==> src/verilog/psi_pkg.sv <==
/*
 constants, indices and state codes for the power sequencer and interrupt logic.
 assumes a 125 MHz system clock and analog comparator levels arriving asynchronously.
*/
package psi_pkg;
   localparam int N_REG     = 4;
   localparam int N_CH      = 6;
   localparam int N_ASY     = 19;
   localparam int N_FLG     = 19;
   localparam int DLY_W     = 4;
   localparam int SD_CODE_W = 8;
   localparam int LR_CODE_W = 5;
   localparam int CNT_W     = 18;
   // flag bit positions
   localparam int F_SD_OC   = 0;
   localparam int F_LR_OC   = 2;
   localparam int F_SD_SC   = 4;
   localparam int F_LR_SC   = 6;
   localparam int F_HOT_W   = 8;
   localparam int F_HOT_SD  = 9;
   localparam int F_OVP     = 10;
   localparam int F_PG      = 11;
   localparam int F_GPIN    = 15;
   localparam int F_SYNC    = 16;
   localparam int F_MEAS    = 17;
   localparam int F_RST     = 18;
   // asynchronous input bit positions
   localparam int A_OC      = 0;
   localparam int A_LOW     = 4;
   localparam int A_VALID   = 8;
   localparam int A_HOT_W   = 12;
   localparam int A_HOT_SD  = 13;
   localparam int A_OVP     = 14;
   localparam int A_GPIN    = 15;
   localparam int A_SYNC    = 16;
   localparam int A_UVLO    = 17;
   localparam int A_EN      = 18;
   // reset values
   localparam logic [N_FLG-1:0] FLG_RST = 19'h00000;
   localparam logic [N_ASY-1:0] ASY_RST = 19'h20000;
   // timing
   localparam int CLK_MHZ     = 125;
   localparam int SC_TIME_US  = 1000;
   localparam int OTP_LOAD_US = 1200;
   localparam int DLY_STEP_US = 1000;
   localparam int SC_CYC      = SC_TIME_US * CLK_MHZ;
   localparam int OTP_CYC     = OTP_LOAD_US * CLK_MHZ;
   localparam int STEP_CYC    = DLY_STEP_US * CLK_MHZ;
   typedef enum logic [2:0] {
      ST_OFF  = 3'b001,
      ST_LOAD = 3'b010,
      ST_RUN  = 3'b100
   } psi_state_t;
endpackage : psi_pkg

==> src/verilog/psi_seq_ch.sv <==
/*
 one sequenced output channel: register or enable-pin control with rise and fall delays.
 assumes synchronised pin level, one-cycle edge and tick strobes and a kill level from the top.
*/
`timescale 1ns/10ps
module psi_seq_ch (
   // clock and reset
   input  wire logic                    i_clk_sys,
   input  wire logic                    i_nrst,
   // control bits
   input  wire logic                    i_on_bit,
   input  wire logic                    i_pin_control,
   input  wire logic [psi_pkg::DLY_W-1:0] i_rise_delay,
   input  wire logic [psi_pkg::DLY_W-1:0] i_fall_delay,
   // pin and timing strobes
   input  wire logic                    i_pin,
   input  wire logic                    i_rise,
   input  wire logic                    i_fall,
   input  wire logic                    i_tick,
   input  wire logic                    i_kill,
   // result
   output logic                         o_on
);
   import psi_pkg::*;
   logic             on_r;
   logic             pend_r;
   logic [DLY_W-1:0] cnt_r;
   logic             on_nxt;
   logic             pend_nxt;
   logic [DLY_W-1:0] cnt_nxt;
   wire              pin_mode = i_on_bit & i_pin_control;
   wire              edge_s   = i_rise | i_fall;
   wire [DLY_W-1:0]  dly      = i_rise ? i_rise_delay : i_fall_delay;
   wire              load     = edge_s & (i_pin != on_r) & (dly != 4'h0);
   wire              now_s    = edge_s & (dly == 4'h0);
   wire              done     = pend_r & i_tick & (cnt_r == 4'h1);

   // register mode tracks the pin so a switch to pin mode starts consistent
   assign on_nxt   = i_kill ? 1'b0 :
                     (~pin_mode | now_s | done) ? i_pin : on_r;
   // any new edge replaces a waiting transition
   assign pend_nxt = i_kill ? 1'b0 : load ? 1'b1 :
                     (edge_s | done) ? 1'b0 : pend_r;
   assign cnt_nxt  = load ? dly :
                     (pend_r & i_tick) ? cnt_r - 4'h1 : cnt_r;

   always_ff @(posedge i_clk_sys or negedge i_nrst) begin
      if (!i_nrst) begin
         on_r   <= 1'b0;
         pend_r <= 1'b0;
         cnt_r  <= 4'h0;
      end else begin
         on_r   <= on_nxt;
         pend_r <= pend_nxt;
         cnt_r  <= cnt_nxt;
      end
   end

   assign o_on = i_on_bit & ~i_kill & (i_pin_control ? on_r : 1'b1);
endmodule : psi_seq_ch

==> src/verilog/psi_power_seq.sv <==
/*
 power sequencer, reset control and interrupt flags of a multi-rail power device.
 assumes control bits come from a serial register file on the same clock and
 comparator levels and the enable pin arrive asynchronously.
*/
`timescale 1ns/10ps
module psi_power_seq #(
   parameter int SC_CYC_P   = psi_pkg::SC_CYC,
   parameter int OTP_CYC_P  = psi_pkg::OTP_CYC,
   parameter int STEP_CYC_P = psi_pkg::STEP_CYC
) (
   // clock and reset
   input  wire logic                                 i_clk_sys,
   input  wire logic                                 i_nrst,
   // pins and analog comparators
   input  wire logic                                 i_seq_enable_pin,
   input  wire logic                                 i_analog_supply_low,
   input  wire logic [psi_pkg::N_REG-1:0]            i_overcurrent,
   input  wire logic [psi_pkg::N_REG-1:0]            i_out_below_short,
   input  wire logic [psi_pkg::N_REG-1:0]            i_out_valid,
   input  wire logic                                 i_hot_warning,
   input  wire logic                                 i_hot_shutdown,
   input  wire logic                                 i_supply_overvoltage,
   input  wire logic                                 i_good_pin_valid,
   input  wire logic                                 i_sync_clk_present,
   // step-down control
   input  wire logic [1:0]                           i_step_down_on_bit,
   input  wire logic [1:0]                           i_step_down_pin_control,
   input  wire logic [1:0][psi_pkg::SD_CODE_W-1:0]   i_step_down_voltage_code,
   input  wire logic [1:0][psi_pkg::DLY_W-1:0]       i_step_down_rise_delay,
   input  wire logic [1:0][psi_pkg::DLY_W-1:0]       i_step_down_fall_delay,
   // linear regulator control
   input  wire logic [1:0]                           i_linear_reg_on_bit,
   input  wire logic [1:0]                           i_linear_reg_pin_control,
   input  wire logic [1:0][psi_pkg::LR_CODE_W-1:0]   i_linear_reg_voltage_code,
   input  wire logic [1:0][psi_pkg::DLY_W-1:0]       i_linear_reg_rise_delay,
   input  wire logic [1:0][psi_pkg::DLY_W-1:0]       i_linear_reg_fall_delay,
   // aux output control
   input  wire logic [1:0]                           i_aux_out_on_bit,
   input  wire logic [1:0]                           i_aux_out_pin_control,
   input  wire logic [1:0][psi_pkg::DLY_W-1:0]       i_aux_out_rise_delay,
   input  wire logic [1:0][psi_pkg::DLY_W-1:0]       i_aux_out_fall_delay,
   // reset and interrupt control
   input  wire logic                                 i_soft_reset_trigger,
   input  wire logic                                 i_otp_reset_mask,
   input  wire logic                                 i_good_pin_polarity,
   input  wire logic                                 i_clk_detect_en,
   input  wire logic                                 i_load_meas_done,
   input  wire logic [psi_pkg::N_FLG-1:0]            i_flag_mask,
   input  wire logic [psi_pkg::N_REG-1:0]            i_good_fall_mask,
   input  wire logic [psi_pkg::N_FLG-1:0]            i_flag_clear,
   // regulator and aux outputs
   output logic [1:0]                                o_step_down_en,
   output logic [1:0][psi_pkg::SD_CODE_W-1:0]        o_step_down_target,
   output logic [1:0]                                o_linear_reg_en,
   output logic [1:0][psi_pkg::LR_CODE_W-1:0]        o_linear_reg_target,
   output logic [1:0]                                o_aux_out,
   output logic                                      o_good_pin_level,
   // reset status
   output logic                                      o_soft_reset_trigger,
   output logic                                      o_defaults_load,
   output logic                                      o_otp_load,
   // flags and status
   output logic [psi_pkg::N_FLG-1:0]                 o_flags,
   output logic [psi_pkg::N_REG-1:0]                 o_overcurrent_stat,
   output logic [psi_pkg::N_REG-1:0]                 o_good_stat,
   output logic                                      o_hot_warning_stat,
   output logic                                      o_hot_shutdown_stat,
   output logic                                      o_overvoltage_stat,
   output logic                                      o_good_pin_stat,
   output logic                                      o_sync_clk_stat,
   output logic                                      o_irq_pin_active_low
);
   import psi_pkg::*;

   localparam logic [CNT_W-1:0] SC_LAST   = CNT_W'(SC_CYC_P - 1);
   localparam logic [CNT_W-1:0] OTP_LAST  = CNT_W'(OTP_CYC_P - 1);
   localparam logic [CNT_W-1:0] STEP_LAST = CNT_W'(STEP_CYC_P - 1);

   // input synchroniser
   logic [N_ASY-1:0] sy1_r;
   logic [N_ASY-1:0] sy2_r;
   logic [N_ASY-1:0] sy3_r;
   wire  [N_ASY-1:0] asy_in = {i_seq_enable_pin, i_analog_supply_low,
                               i_sync_clk_present, i_good_pin_valid,
                               i_supply_overvoltage, i_hot_shutdown, i_hot_warning,
                               i_out_valid, i_out_below_short, i_overcurrent};
   wire  [N_ASY-1:0] asy_rise = sy2_r & ~sy3_r;
   wire  [N_ASY-1:0] asy_fall = ~sy2_r & sy3_r;

   always_ff @(posedge i_clk_sys or negedge i_nrst) begin
      if (!i_nrst) begin
         sy1_r <= ASY_RST;
         sy2_r <= ASY_RST;
         sy3_r <= ASY_RST;
      end else begin
         sy1_r <= asy_in;
         sy2_r <= sy1_r;
         sy3_r <= sy2_r;
      end
   end

   wire              uvlo    = sy2_r[A_UVLO];
   wire              pin     = sy2_r[A_EN];
   wire [N_REG-1:0]  oc_lvl  = sy2_r[A_OC +: N_REG];
   wire [N_REG-1:0]  low_lvl = sy2_r[A_LOW +: N_REG];
   wire [N_REG-1:0]  v_lvl   = sy2_r[A_VALID +: N_REG];
   wire [N_REG-1:0]  v_rise  = asy_rise[A_VALID +: N_REG];
   wire [N_REG-1:0]  v_fall  = asy_fall[A_VALID +: N_REG];

   // reset sequence
   psi_state_t       state_r;
   psi_state_t       state_nxt;
   logic [CNT_W-1:0] ld_cnt_r;
   logic             cause_r;
   logic             otp_mask_r;
   logic             soft_rst_r;
   logic             run_q_r;

   wire run       = (state_r == ST_RUN);
   wire loading   = (state_r == ST_LOAD);
   wire ld_done   = loading & (ld_cnt_r == OTP_LAST);
   wire run_enter = loading & (state_nxt == ST_RUN);
   wire run_start = run & ~run_q_r;

   always_comb begin
      state_nxt = state_r;
      case (state_r)
         ST_OFF: begin
            if (!uvlo) state_nxt = ST_LOAD;
         end
         ST_LOAD: begin
            if (ld_done) state_nxt = ST_RUN;
         end
         ST_RUN: begin
            if (soft_rst_r) state_nxt = ST_LOAD;
         end
         default: begin
            state_nxt = ST_OFF;
         end
      endcase
      if (uvlo) state_nxt = ST_OFF;
   end

   always_ff @(posedge i_clk_sys or negedge i_nrst) begin
      if (!i_nrst) begin
         state_r    <= ST_LOAD;
         ld_cnt_r   <= 18'h00000;
         cause_r    <= 1'b1;
         otp_mask_r <= 1'b0;
         soft_rst_r <= 1'b0;
         run_q_r    <= 1'b0;
      end else begin
         state_r    <= state_nxt;
         ld_cnt_r   <= loading ? ld_cnt_r + 18'h00001 : 18'h00000;
         cause_r    <= (uvlo | soft_rst_r) | (cause_r & ~run_enter);
         otp_mask_r <= loading ? i_otp_reset_mask : otp_mask_r;
         soft_rst_r <= i_soft_reset_trigger & run;
         run_q_r    <= run;
      end
   end

   // global kill: not running, hot shutdown or overvoltage
   wire glob_kill = ~run | sy2_r[A_HOT_SD] | sy2_r[A_OVP];

   // delay time base, restarted on every pin edge
   logic [CNT_W-1:0] step_cnt_r;
   wire              pin_rise = asy_rise[A_EN] | (pin & run_start);
   wire              pin_fall = asy_fall[A_EN];
   wire              restart  = pin_rise | pin_fall;
   wire              tick     = (step_cnt_r == STEP_LAST);

   always_ff @(posedge i_clk_sys or negedge i_nrst) begin
      if (!i_nrst) begin
         step_cnt_r <= 18'h00000;
      end else begin
         step_cnt_r <= (restart | tick) ? 18'h00000 : step_cnt_r + 18'h00001;
      end
   end

   // sequencer channels: 0-1 step-down, 2-3 linear, 4-5 aux
   wire [N_CH-1:0]       ch_on_bit = {i_aux_out_on_bit, i_linear_reg_on_bit,
                                      i_step_down_on_bit};
   wire [N_CH-1:0]       ch_pinctl = {i_aux_out_pin_control, i_linear_reg_pin_control,
                                      i_step_down_pin_control};
   wire [N_CH*DLY_W-1:0] ch_rise_d = {i_aux_out_rise_delay, i_linear_reg_rise_delay,
                                      i_step_down_rise_delay};
   wire [N_CH*DLY_W-1:0] ch_fall_d = {i_aux_out_fall_delay, i_linear_reg_fall_delay,
                                      i_step_down_fall_delay};
   logic [N_CH-1:0]      ch_on;

   genvar c;
   generate
      for (c = 0; c < N_CH; c++) begin : g_ch
         psi_seq_ch u_seq (
            .i_clk_sys     (i_clk_sys),
            .i_nrst        (i_nrst),
            .i_on_bit      (ch_on_bit[c]),
            .i_pin_control (ch_pinctl[c]),
            .i_rise_delay  (ch_rise_d[c*DLY_W +: DLY_W]),
            .i_fall_delay  (ch_fall_d[c*DLY_W +: DLY_W]),
            .i_pin         (pin),
            .i_rise        (pin_rise),
            .i_fall        (pin_fall),
            .i_tick        (tick),
            .i_kill        (glob_kill),
            .o_on          (ch_on[c])
         );
      end
   endgenerate

   // short-circuit detection per regulator
   logic [N_REG-1:0] sc_off_r;
   logic [N_REG-1:0] sc_hit;
   logic [N_REG-1:0] reg_en;

   genvar r;
   generate
      for (r = 0; r < N_REG; r++) begin : g_sc
         logic [CNT_W-1:0] sc_cnt_r;
         assign reg_en[r] = ch_on[r] & ~sc_off_r[r];
         assign sc_hit[r] = reg_en[r] & low_lvl[r] & (sc_cnt_r == SC_LAST);
         always_ff @(posedge i_clk_sys or negedge i_nrst) begin
            if (!i_nrst) begin
               sc_cnt_r    <= 18'h00000;
               sc_off_r[r] <= 1'b0;
            end else begin
               sc_cnt_r    <= (reg_en[r] & low_lvl[r] & ~sc_hit[r]) ?
                              sc_cnt_r + 18'h00001 : 18'h00000;
               sc_off_r[r] <= sc_hit[r] | (sc_off_r[r] & ch_on[r]);
            end
         end
      end
   endgenerate

   // flag set events
   wire [N_FLG-1:0] flg_set;
   logic [N_FLG-1:0] flag_r;
   wire sync_evt = asy_rise[A_SYNC] | asy_fall[A_SYNC] |
                   (i_clk_detect_en & ~sy2_r[A_SYNC]);

   assign flg_set[F_SD_OC +: 4] = oc_lvl & ~i_flag_mask[F_SD_OC +: 4];
   assign flg_set[F_SD_SC +: 4] = sc_hit;
   assign flg_set[F_HOT_W]      = sy2_r[A_HOT_W] & ~i_flag_mask[F_HOT_W];
   assign flg_set[F_HOT_SD]     = sy2_r[A_HOT_SD];
   assign flg_set[F_OVP]        = sy2_r[A_OVP];
   assign flg_set[F_PG +: 4]    = (v_rise & ~i_flag_mask[F_PG +: 4]) |
                                  (v_fall & ~i_good_fall_mask);
   assign flg_set[F_GPIN]       = asy_fall[A_GPIN] & ~i_flag_mask[F_GPIN];
   assign flg_set[F_SYNC]       = sync_evt & ~i_flag_mask[F_SYNC];
   assign flg_set[F_MEAS]       = i_load_meas_done & ~i_flag_mask[F_MEAS];
   assign flg_set[F_RST]        = run_enter & cause_r & ~otp_mask_r;

   // sticky flags: set wins over clear, all cleared outside run
   genvar f;
   generate
      for (f = 0; f < N_FLG; f++) begin : g_flg
         always_ff @(posedge i_clk_sys or negedge i_nrst) begin
            if (!i_nrst) begin
               flag_r[f] <= FLG_RST[f];
            end else begin
               flag_r[f] <= flg_set[f] | (flag_r[f] & ~i_flag_clear[f] & run);
            end
         end
      end
   endgenerate

   // output registers
   logic             irq_n_r;
   logic [N_REG-1:0] en_r;
   logic [1:0]       aux_r;
   logic             gpin_r;

   always_ff @(posedge i_clk_sys or negedge i_nrst) begin
      if (!i_nrst) begin
         irq_n_r             <= 1'b1;
         en_r                <= 4'h0;
         aux_r               <= 2'h0;
         gpin_r              <= 1'b0;
         o_step_down_target  <= '0;
         o_linear_reg_target <= '0;
      end else begin
         irq_n_r <= ~|flag_r;
         en_r    <= reg_en;
         aux_r   <= ch_on[5:4];
         gpin_r  <= i_good_pin_polarity ? sy2_r[A_GPIN] : ~sy2_r[A_GPIN];
         o_step_down_target[0]  <= reg_en[0] ? i_step_down_voltage_code[0] : 8'h00;
         o_step_down_target[1]  <= reg_en[1] ? i_step_down_voltage_code[1] : 8'h00;
         o_linear_reg_target[0] <= reg_en[2] ? i_linear_reg_voltage_code[0] : 5'h00;
         o_linear_reg_target[1] <= reg_en[3] ? i_linear_reg_voltage_code[1] : 5'h00;
      end
   end

   assign o_step_down_en       = en_r[1:0];
   assign o_linear_reg_en      = en_r[3:2];
   assign o_aux_out            = aux_r;
   assign o_good_pin_level     = gpin_r;
   assign o_soft_reset_trigger = soft_rst_r;
   assign o_defaults_load      = ~run;
   assign o_otp_load           = loading;
   assign o_flags              = flag_r;
   assign o_overcurrent_stat   = oc_lvl;
   assign o_good_stat          = v_lvl;
   assign o_hot_warning_stat   = sy2_r[A_HOT_W];
   assign o_hot_shutdown_stat  = sy2_r[A_HOT_SD];
   assign o_overvoltage_stat   = sy2_r[A_OVP];
   assign o_good_pin_stat      = sy2_r[A_GPIN];
   assign o_sync_clk_stat      = sy2_r[A_SYNC];
   assign o_irq_pin_active_low = irq_n_r;
endmodule : psi_power_seq

==> config.mk <==
export PLATFORM = sky130hd
export DESIGN_NAME = psi_power_seq
export DESIGN_NICKNAME = d
export VERILOG_FILES = /design/src/verilog/psi_pkg.sv /design/src/verilog/psi_seq_ch.sv /design/src/verilog/psi_power_seq.sv
export SDC_FILE = /design/constraint.sdc
export NUM_CORES = 1
export LEC_CHECK = 0
export BUFFER_PORTS_ARGS = -buffer_cell sky130_fd_sc_hd__buf_4
export CAP_MARGIN = 20
export CORE_UTILIZATION = 47
export CTS_CLUSTER_DIAMETER = 200
export DETAILED_ROUTE_END_ITERATION = 6
export GPL_ROUTABILITY_DRIVEN = 0
export PLACE_DENSITY = 0.71
export SLEW_MARGIN = 20
export SYNTH_ARGS = -nofsm -noshare
export SYNTH_HDL_FRONTEND = slang
export SYNTH_SLANG_ARGS = --single-unit
export TNS_END_PERCENT = 10
==> constraint.sdc <==
create_clock -name i_clk_sys -period 4.82 [get_ports i_clk_sys]
set_input_delay 0.964 -clock i_clk_sys [delete_from_list [all_inputs] [get_ports i_clk_sys]]
set_output_delay 0.964 -clock i_clk_sys [all_outputs]
set_load 0.02 [all_outputs]
# == Yosys cells after proc, flatten, opt, wreduce, memory -nomap -nowiden ==
# Cells that the tools add are included.
# Widths: inputs -> output; s select.
# word_totals
reg_bits,265
inputBits,154
out_inout_bits,69
wordCells,422
# classes
n_addsub,12
n_eq_ne,22
muxes,69
bitwise_logic,224
n_reduce_logical,32
# ops
operator,n
$and 1x1->1,119
$add 18x1->18 const B,6
$mux 18,6
$eq 18x17->1 const B,5
$mux 4,18
$or 1x1->1,50
$not 1->1,44
$and 19x19->19,2
$not 19->19,2
$mux 1,37
$eq 4x1->1 const B,6
$logic_not 4->1,6
$reduce_bool 2->1,12
$reduce_bool 4->1,6
$sub 4x1->4 const B,6
$reduce_or 19->1,1
$eq 18x18->1 const B,1
$reduce_bool 3->1,6
$mux 8,2
$and 4x4->4,3
$not 4->4,3
$mux 5,2
$mux 3,3
$pmux 3 s3,1
other kinds (6),12

# == Longest topological paths before layout ==
# logic_depth
word_depth,13
ltp_mapped,8
mapped_depth_nobuf,6

# == Cells and area by module ==
# A second synthesis with hierarchy kept.
# unflattened
hier_cells,1100
hier_area_um2,11937.7
# modules_own_cells
mod,instances,cells_each,area_per_inst_um2,seq_area_each_um2
psi_power_seq,1,818,9007.4,5436.5
psi_seq_ch (g_ch[2].u_seq ...),4,46,489.2,150.1
psi_seq_ch (g_ch[0].u_seq ...),2,49,486.7,150.1

# == Worst setup path after synthesis ==
# OpenSTA, ideal clock, no wires.
# synth_path
path_type,input to register
startpoint,input i_step_down_fall_delay[6] (netlist bit)
endpoint,register g_ch[1].u_seq.on_r
setup_time_ns,0.125
arrival_ns,2.146
t_required_ns,4.695
setup_slack_ns,2.549
cell_stages,5
path_buffers,0
path_cell_list,or4_1 > o21ai_0 > a211oi_1 > o41ai_1 > mux2_2
# synth_via
elab_chain_len,6
# synth_lines
item,line,rtl
start: declaration,psi_power_seq.sv:31,"input wire logic [1:0][psi_pkg::DLY_W-1:0] i_step_down_fall_delay,"
$mux 4,psi_seq_ch.sv:33,wire [DLY_W-1:0] dly = i_rise ? i_rise_delay : i_fall_delay;
$logic_not 4->1,psi_seq_ch.sv:35,wire now_s = edge_s & (dly == 4'h0);
$and 1x1->1,psi_seq_ch.sv:35,
$or 1x1->1 (2 in a row),psi_seq_ch.sv:40,(~pin_mode | now_s | done) ? i_pin : on_r;
$reduce_bool 2->1 (no source line),-,
end signal: assignment,psi_seq_ch.sv:53,on_r <= on_nxt;
end: declaration,psi_seq_ch.sv:25,logic on_r;
# No other way between the ends.
# A chain may end at the register's enable or synchronous reset.

# == Worst setup path after layout ==
# layout_path
startpoint,register state_r[0]
endpoint,register g_sc[0].sc_cnt_r[0]
# layout_via
elab_chain_len,13
# layout_lines
item,line,rtl
start: declaration,psi_power_seq.sv:112,psi_state_t state_r;
start signal: assignment,psi_power_seq.sv:154,state_r <= state_nxt;
$eq 3x3->1 *,psi_power_seq.sv:120,wire run = (state_r == ST_RUN);
$not 1->1 *,psi_power_seq.sv:164,wire glob_kill = ~run | sy2_r[A_HOT_SD] | sy2_r[A_OVP];
$or 1x1->1 * (2 in a row),psi_power_seq.sv:164,
$not 1->1 *,psi_seq_ch.sv:59,assign o_on = i_on_bit & ~i_kill & (i_pin_control ? on_r : 1'b1);
$and 1x1->1 * (2 in a row),psi_seq_ch.sv:59,
$and 1x1->1 *,psi_power_seq.sv:221,assign reg_en[r] = ch_on[r] & ~sc_off_r[r];
$and 1x1->1 *,"psi_power_seq.sv:222, psi_power_seq.sv:228",
$and 1x1->1,psi_power_seq.sv:222,assign sc_hit[r] = reg_en[r] & low_lvl[r] & (sc_cnt_r == SC_LAST);
$not 1->1,psi_power_seq.sv:228,sc_cnt_r <= (reg_en[r] & low_lvl[r] & ~sc_hit[r]) ?
$and 1x1->1 *,psi_power_seq.sv:228,
$mux 18 *,psi_power_seq.sv:228,
end signal: assignment,psi_power_seq.sv:228,
end: declaration,psi_power_seq.sv:220,logic [CNT_W-1:0] sc_cnt_r;
# Mark *: on every way between the ends. The rest lies on a longest branch, timed or not.

==> run metrics <==
Critical Path RT ~5.3 ns; Flop pwr share a little under half; fillcell total around 2000; Final nets 1469; total negative setup slack 0 ns; # resized after CTS 0; Initial Util 48.24%; Synth Net Count between 1000 and 1500; Core ar. 23680 um^2; largest net degree at the start of global routing 90; die width ~160 um; Sw Ratio approximately 22%; Area Growth Syn to Fin 24.96%; Yosys reg bits approximately 250; htree depth 1; Synth top area share about 54%; Vias ~8600; share of layout cells above drive strength 1 a little under a quarter; Root Buffer clkbuf_16; dominant synthesized flop cell dfrtp_1; top cell type by total area after synthesis dfrtp_1; worst vdd ir between 0.3 and 0.4 mV; Seq/Total Area, Yosys approximately 55%; Initial DRC Count around 410; CTS buffer count 28; clock tree from TritonCTS yes; final worst slack ~1.5 ns; max cap viols 0; GRT Residual Overflow 0; Hold Vio Cnt, Final 0; Leak 6.395 nW; WL per Instance 15.65 um; number of synthesized flops with an enable pin 0; crit start category register; post-synth design cell area roughly 11000 um^2; DRT Wirelength 25610 um; Crit Path Max Fanout 17; Internal Power 3.713 mW; hold slack about 0.35 ns; count leader, synth dfrtp_1; Die Ht approximately 160 um; antenna violations before repair 0; Clock Pin Slew Worst Setup and Hold Paths 0.06 ns; number of vias per cell 5.234; number of global-route vias before repair 8400; Ports between 200 and 250; Clk pwr share a little under half; status completed; Rel. slew slack approximately 44%; Sw Pwr 1.071 mW; Worst Skew around 0.01 ns; Remaining DRCs 0; row cnt 56; Post-synth ARST share 100.0%; Synth top cells by count dfrtp_1 (248), nor2_1 (138), nand2_1 (78); Clock Sinks 253; Comb pwr share under 10%; number of post-CTS setup repair buffers 0; Mapped Cells 1079; Final Cycle Share 67.96%; top cells by area, synth dfrtp_1 (54%), xor2_1 (4.8%), nor2_1 (4.5%); port bufs between 200 and 250; Total Routing Usage GR approximately a fifth; die area roughly 25000 um^2; worst-margin pin slew between 0.8 and 0.9 ns; crit path DAT between 3 and 4 ns; ANT cells 0; first-pass GRT wire length just over 40000 um; Final ANT Viol Nets 0; area of the multi-input gates 4700 um^2; final setup fails 0; drt first pass iters 5; Max Slew Vio Count 0; pwr/cell area ~340 nW/um^2; Clock Tree Buf Depth 3; RSZ-0062 raised after global routing no; dpl hpwl 18060 um; DP Worst Slack around 1.5 ns; min Tclk post-route ~3.3 ns; Reg area 6337 um^2; Post-Syn Area per Cell ~11 um^2; Max Clk Rate just over 300 MHz; Power Total approximately 4.8 mW; Synth cell types 69; Post-CTS Hold Fix Bufs 0; Synth Warn # 0; Hold Crit Class reg2reg; crit path capture type register; Worst-Skew Late Latency ~0.53 ns; Setup CP Type reg2reg
[cell families (layout without fill, tap and decap cells)]
logic type | Yosys count | in the layout | share of synthesized area, %
simple gates | 480 | 480 | 21.58
compound gates | 109 | 109 | 6.966
fa+ha+maj | 18 | 18 | 1.972
buf+inv | 86 | 325 | 3.384
xor+xnor | 110 | 110 | 8.434
flops | 253 | 253 | 55.48
mux | 23 | 23 | 2.191
[power groups by stage]
stage | clock network [mW] | logic, mW | registers [mW]
after global routing | 2.34 | 0.379 | 2.26
final | 2.19 | 0.340 | 2.25
after global placement | 0 | 0.338 | 2.29
after detailed placement | 0 | 0.345 | 2.29
after floorplan | 0 | 0.143 | 2.28
after CTS | 2.25 | 0.346 | 2.25
[placed cells by master (no fill, tap or decap), types with 29 or more instances in the layout]
master,instances
dfrtp_1,248
buf_4,220
nor2_1,138
nand2_1,78
xor2_1,62
nand3_1,60
inv_1,52
xnor2_1,48
and2_1,32
nand4_1,32
clkbuf_16,29
[sequential cells by signal, indices dropped and copies added (netlist names), 16 cells and up]
| name | flops |
|---|---|
| g_sc.sc_cnt_r | 72 |
| g_ch.u_seq.cnt_r | 24 |
| o_flags | 19 |
| sy1_r | 19 |
| sy2_r | 19 |
| ld_cnt_r | 18 |
| step_cnt_r | 18 |
| o_step_down_target | 16 |
[critical path: stages, from the launching register on]
cell       delay (ns)
dfrtp_1          0.42
or3b_1           0.60
inv_1            0.30
o2111ai_1        0.30
nor2_1           0.60
nand3_1          0.64
nor2_1           0.30
[worst paths after layout]
kind	to	cells past startpoint	slack [ns]	start
min	sy2_r[8]	0	0.35	sy1_r[8]
max reg2reg	g_sc[0].sc_cnt_r[0]	6	1.54	state_r[0]
min in group asynchronous	g_ch[3].u_seq.cnt_r[3]	1	0.44	i_nrst
max	g_sc[0].sc_cnt_r[0]	6	1.54	state_r[0]
max in group asynchronous	o_step_down_target[2]	2	3.23	i_nrst
min reg2reg	sy2_r[8]	0	0.35	sy1_r[8]
[routing by layer]
layer  GRT usage (%)  up-vias  wire (um)
met5               0        -          0
met4           5.224        0        446
met3           4.134       38       1686
met2           33.73      252      11820
met1           28.60     4104      11660
li1                -     4174          -
[area by class of cell]
type,instances,area share [%]
clock buffers,36,5.478
clock inverters,15,1.227
inverters,52,1.367
multi-input cells,740,32.92
flip-flops and latches,253,44.39
well taps,319,2.796
repair buffers,222,11.82
[metrics by stage]
step	util [%]	area, um^2	std cells
final	60.28	14270	1637
after global routing	60.28	14270	1637
after CTS	60.28	14270	1637
after detailed placement	56.23	13320	1586
after global placement	56.23	13320	1586
after floorplan	-	11420	1079
No activity file was read; power rests on OpenSTA's default activity.
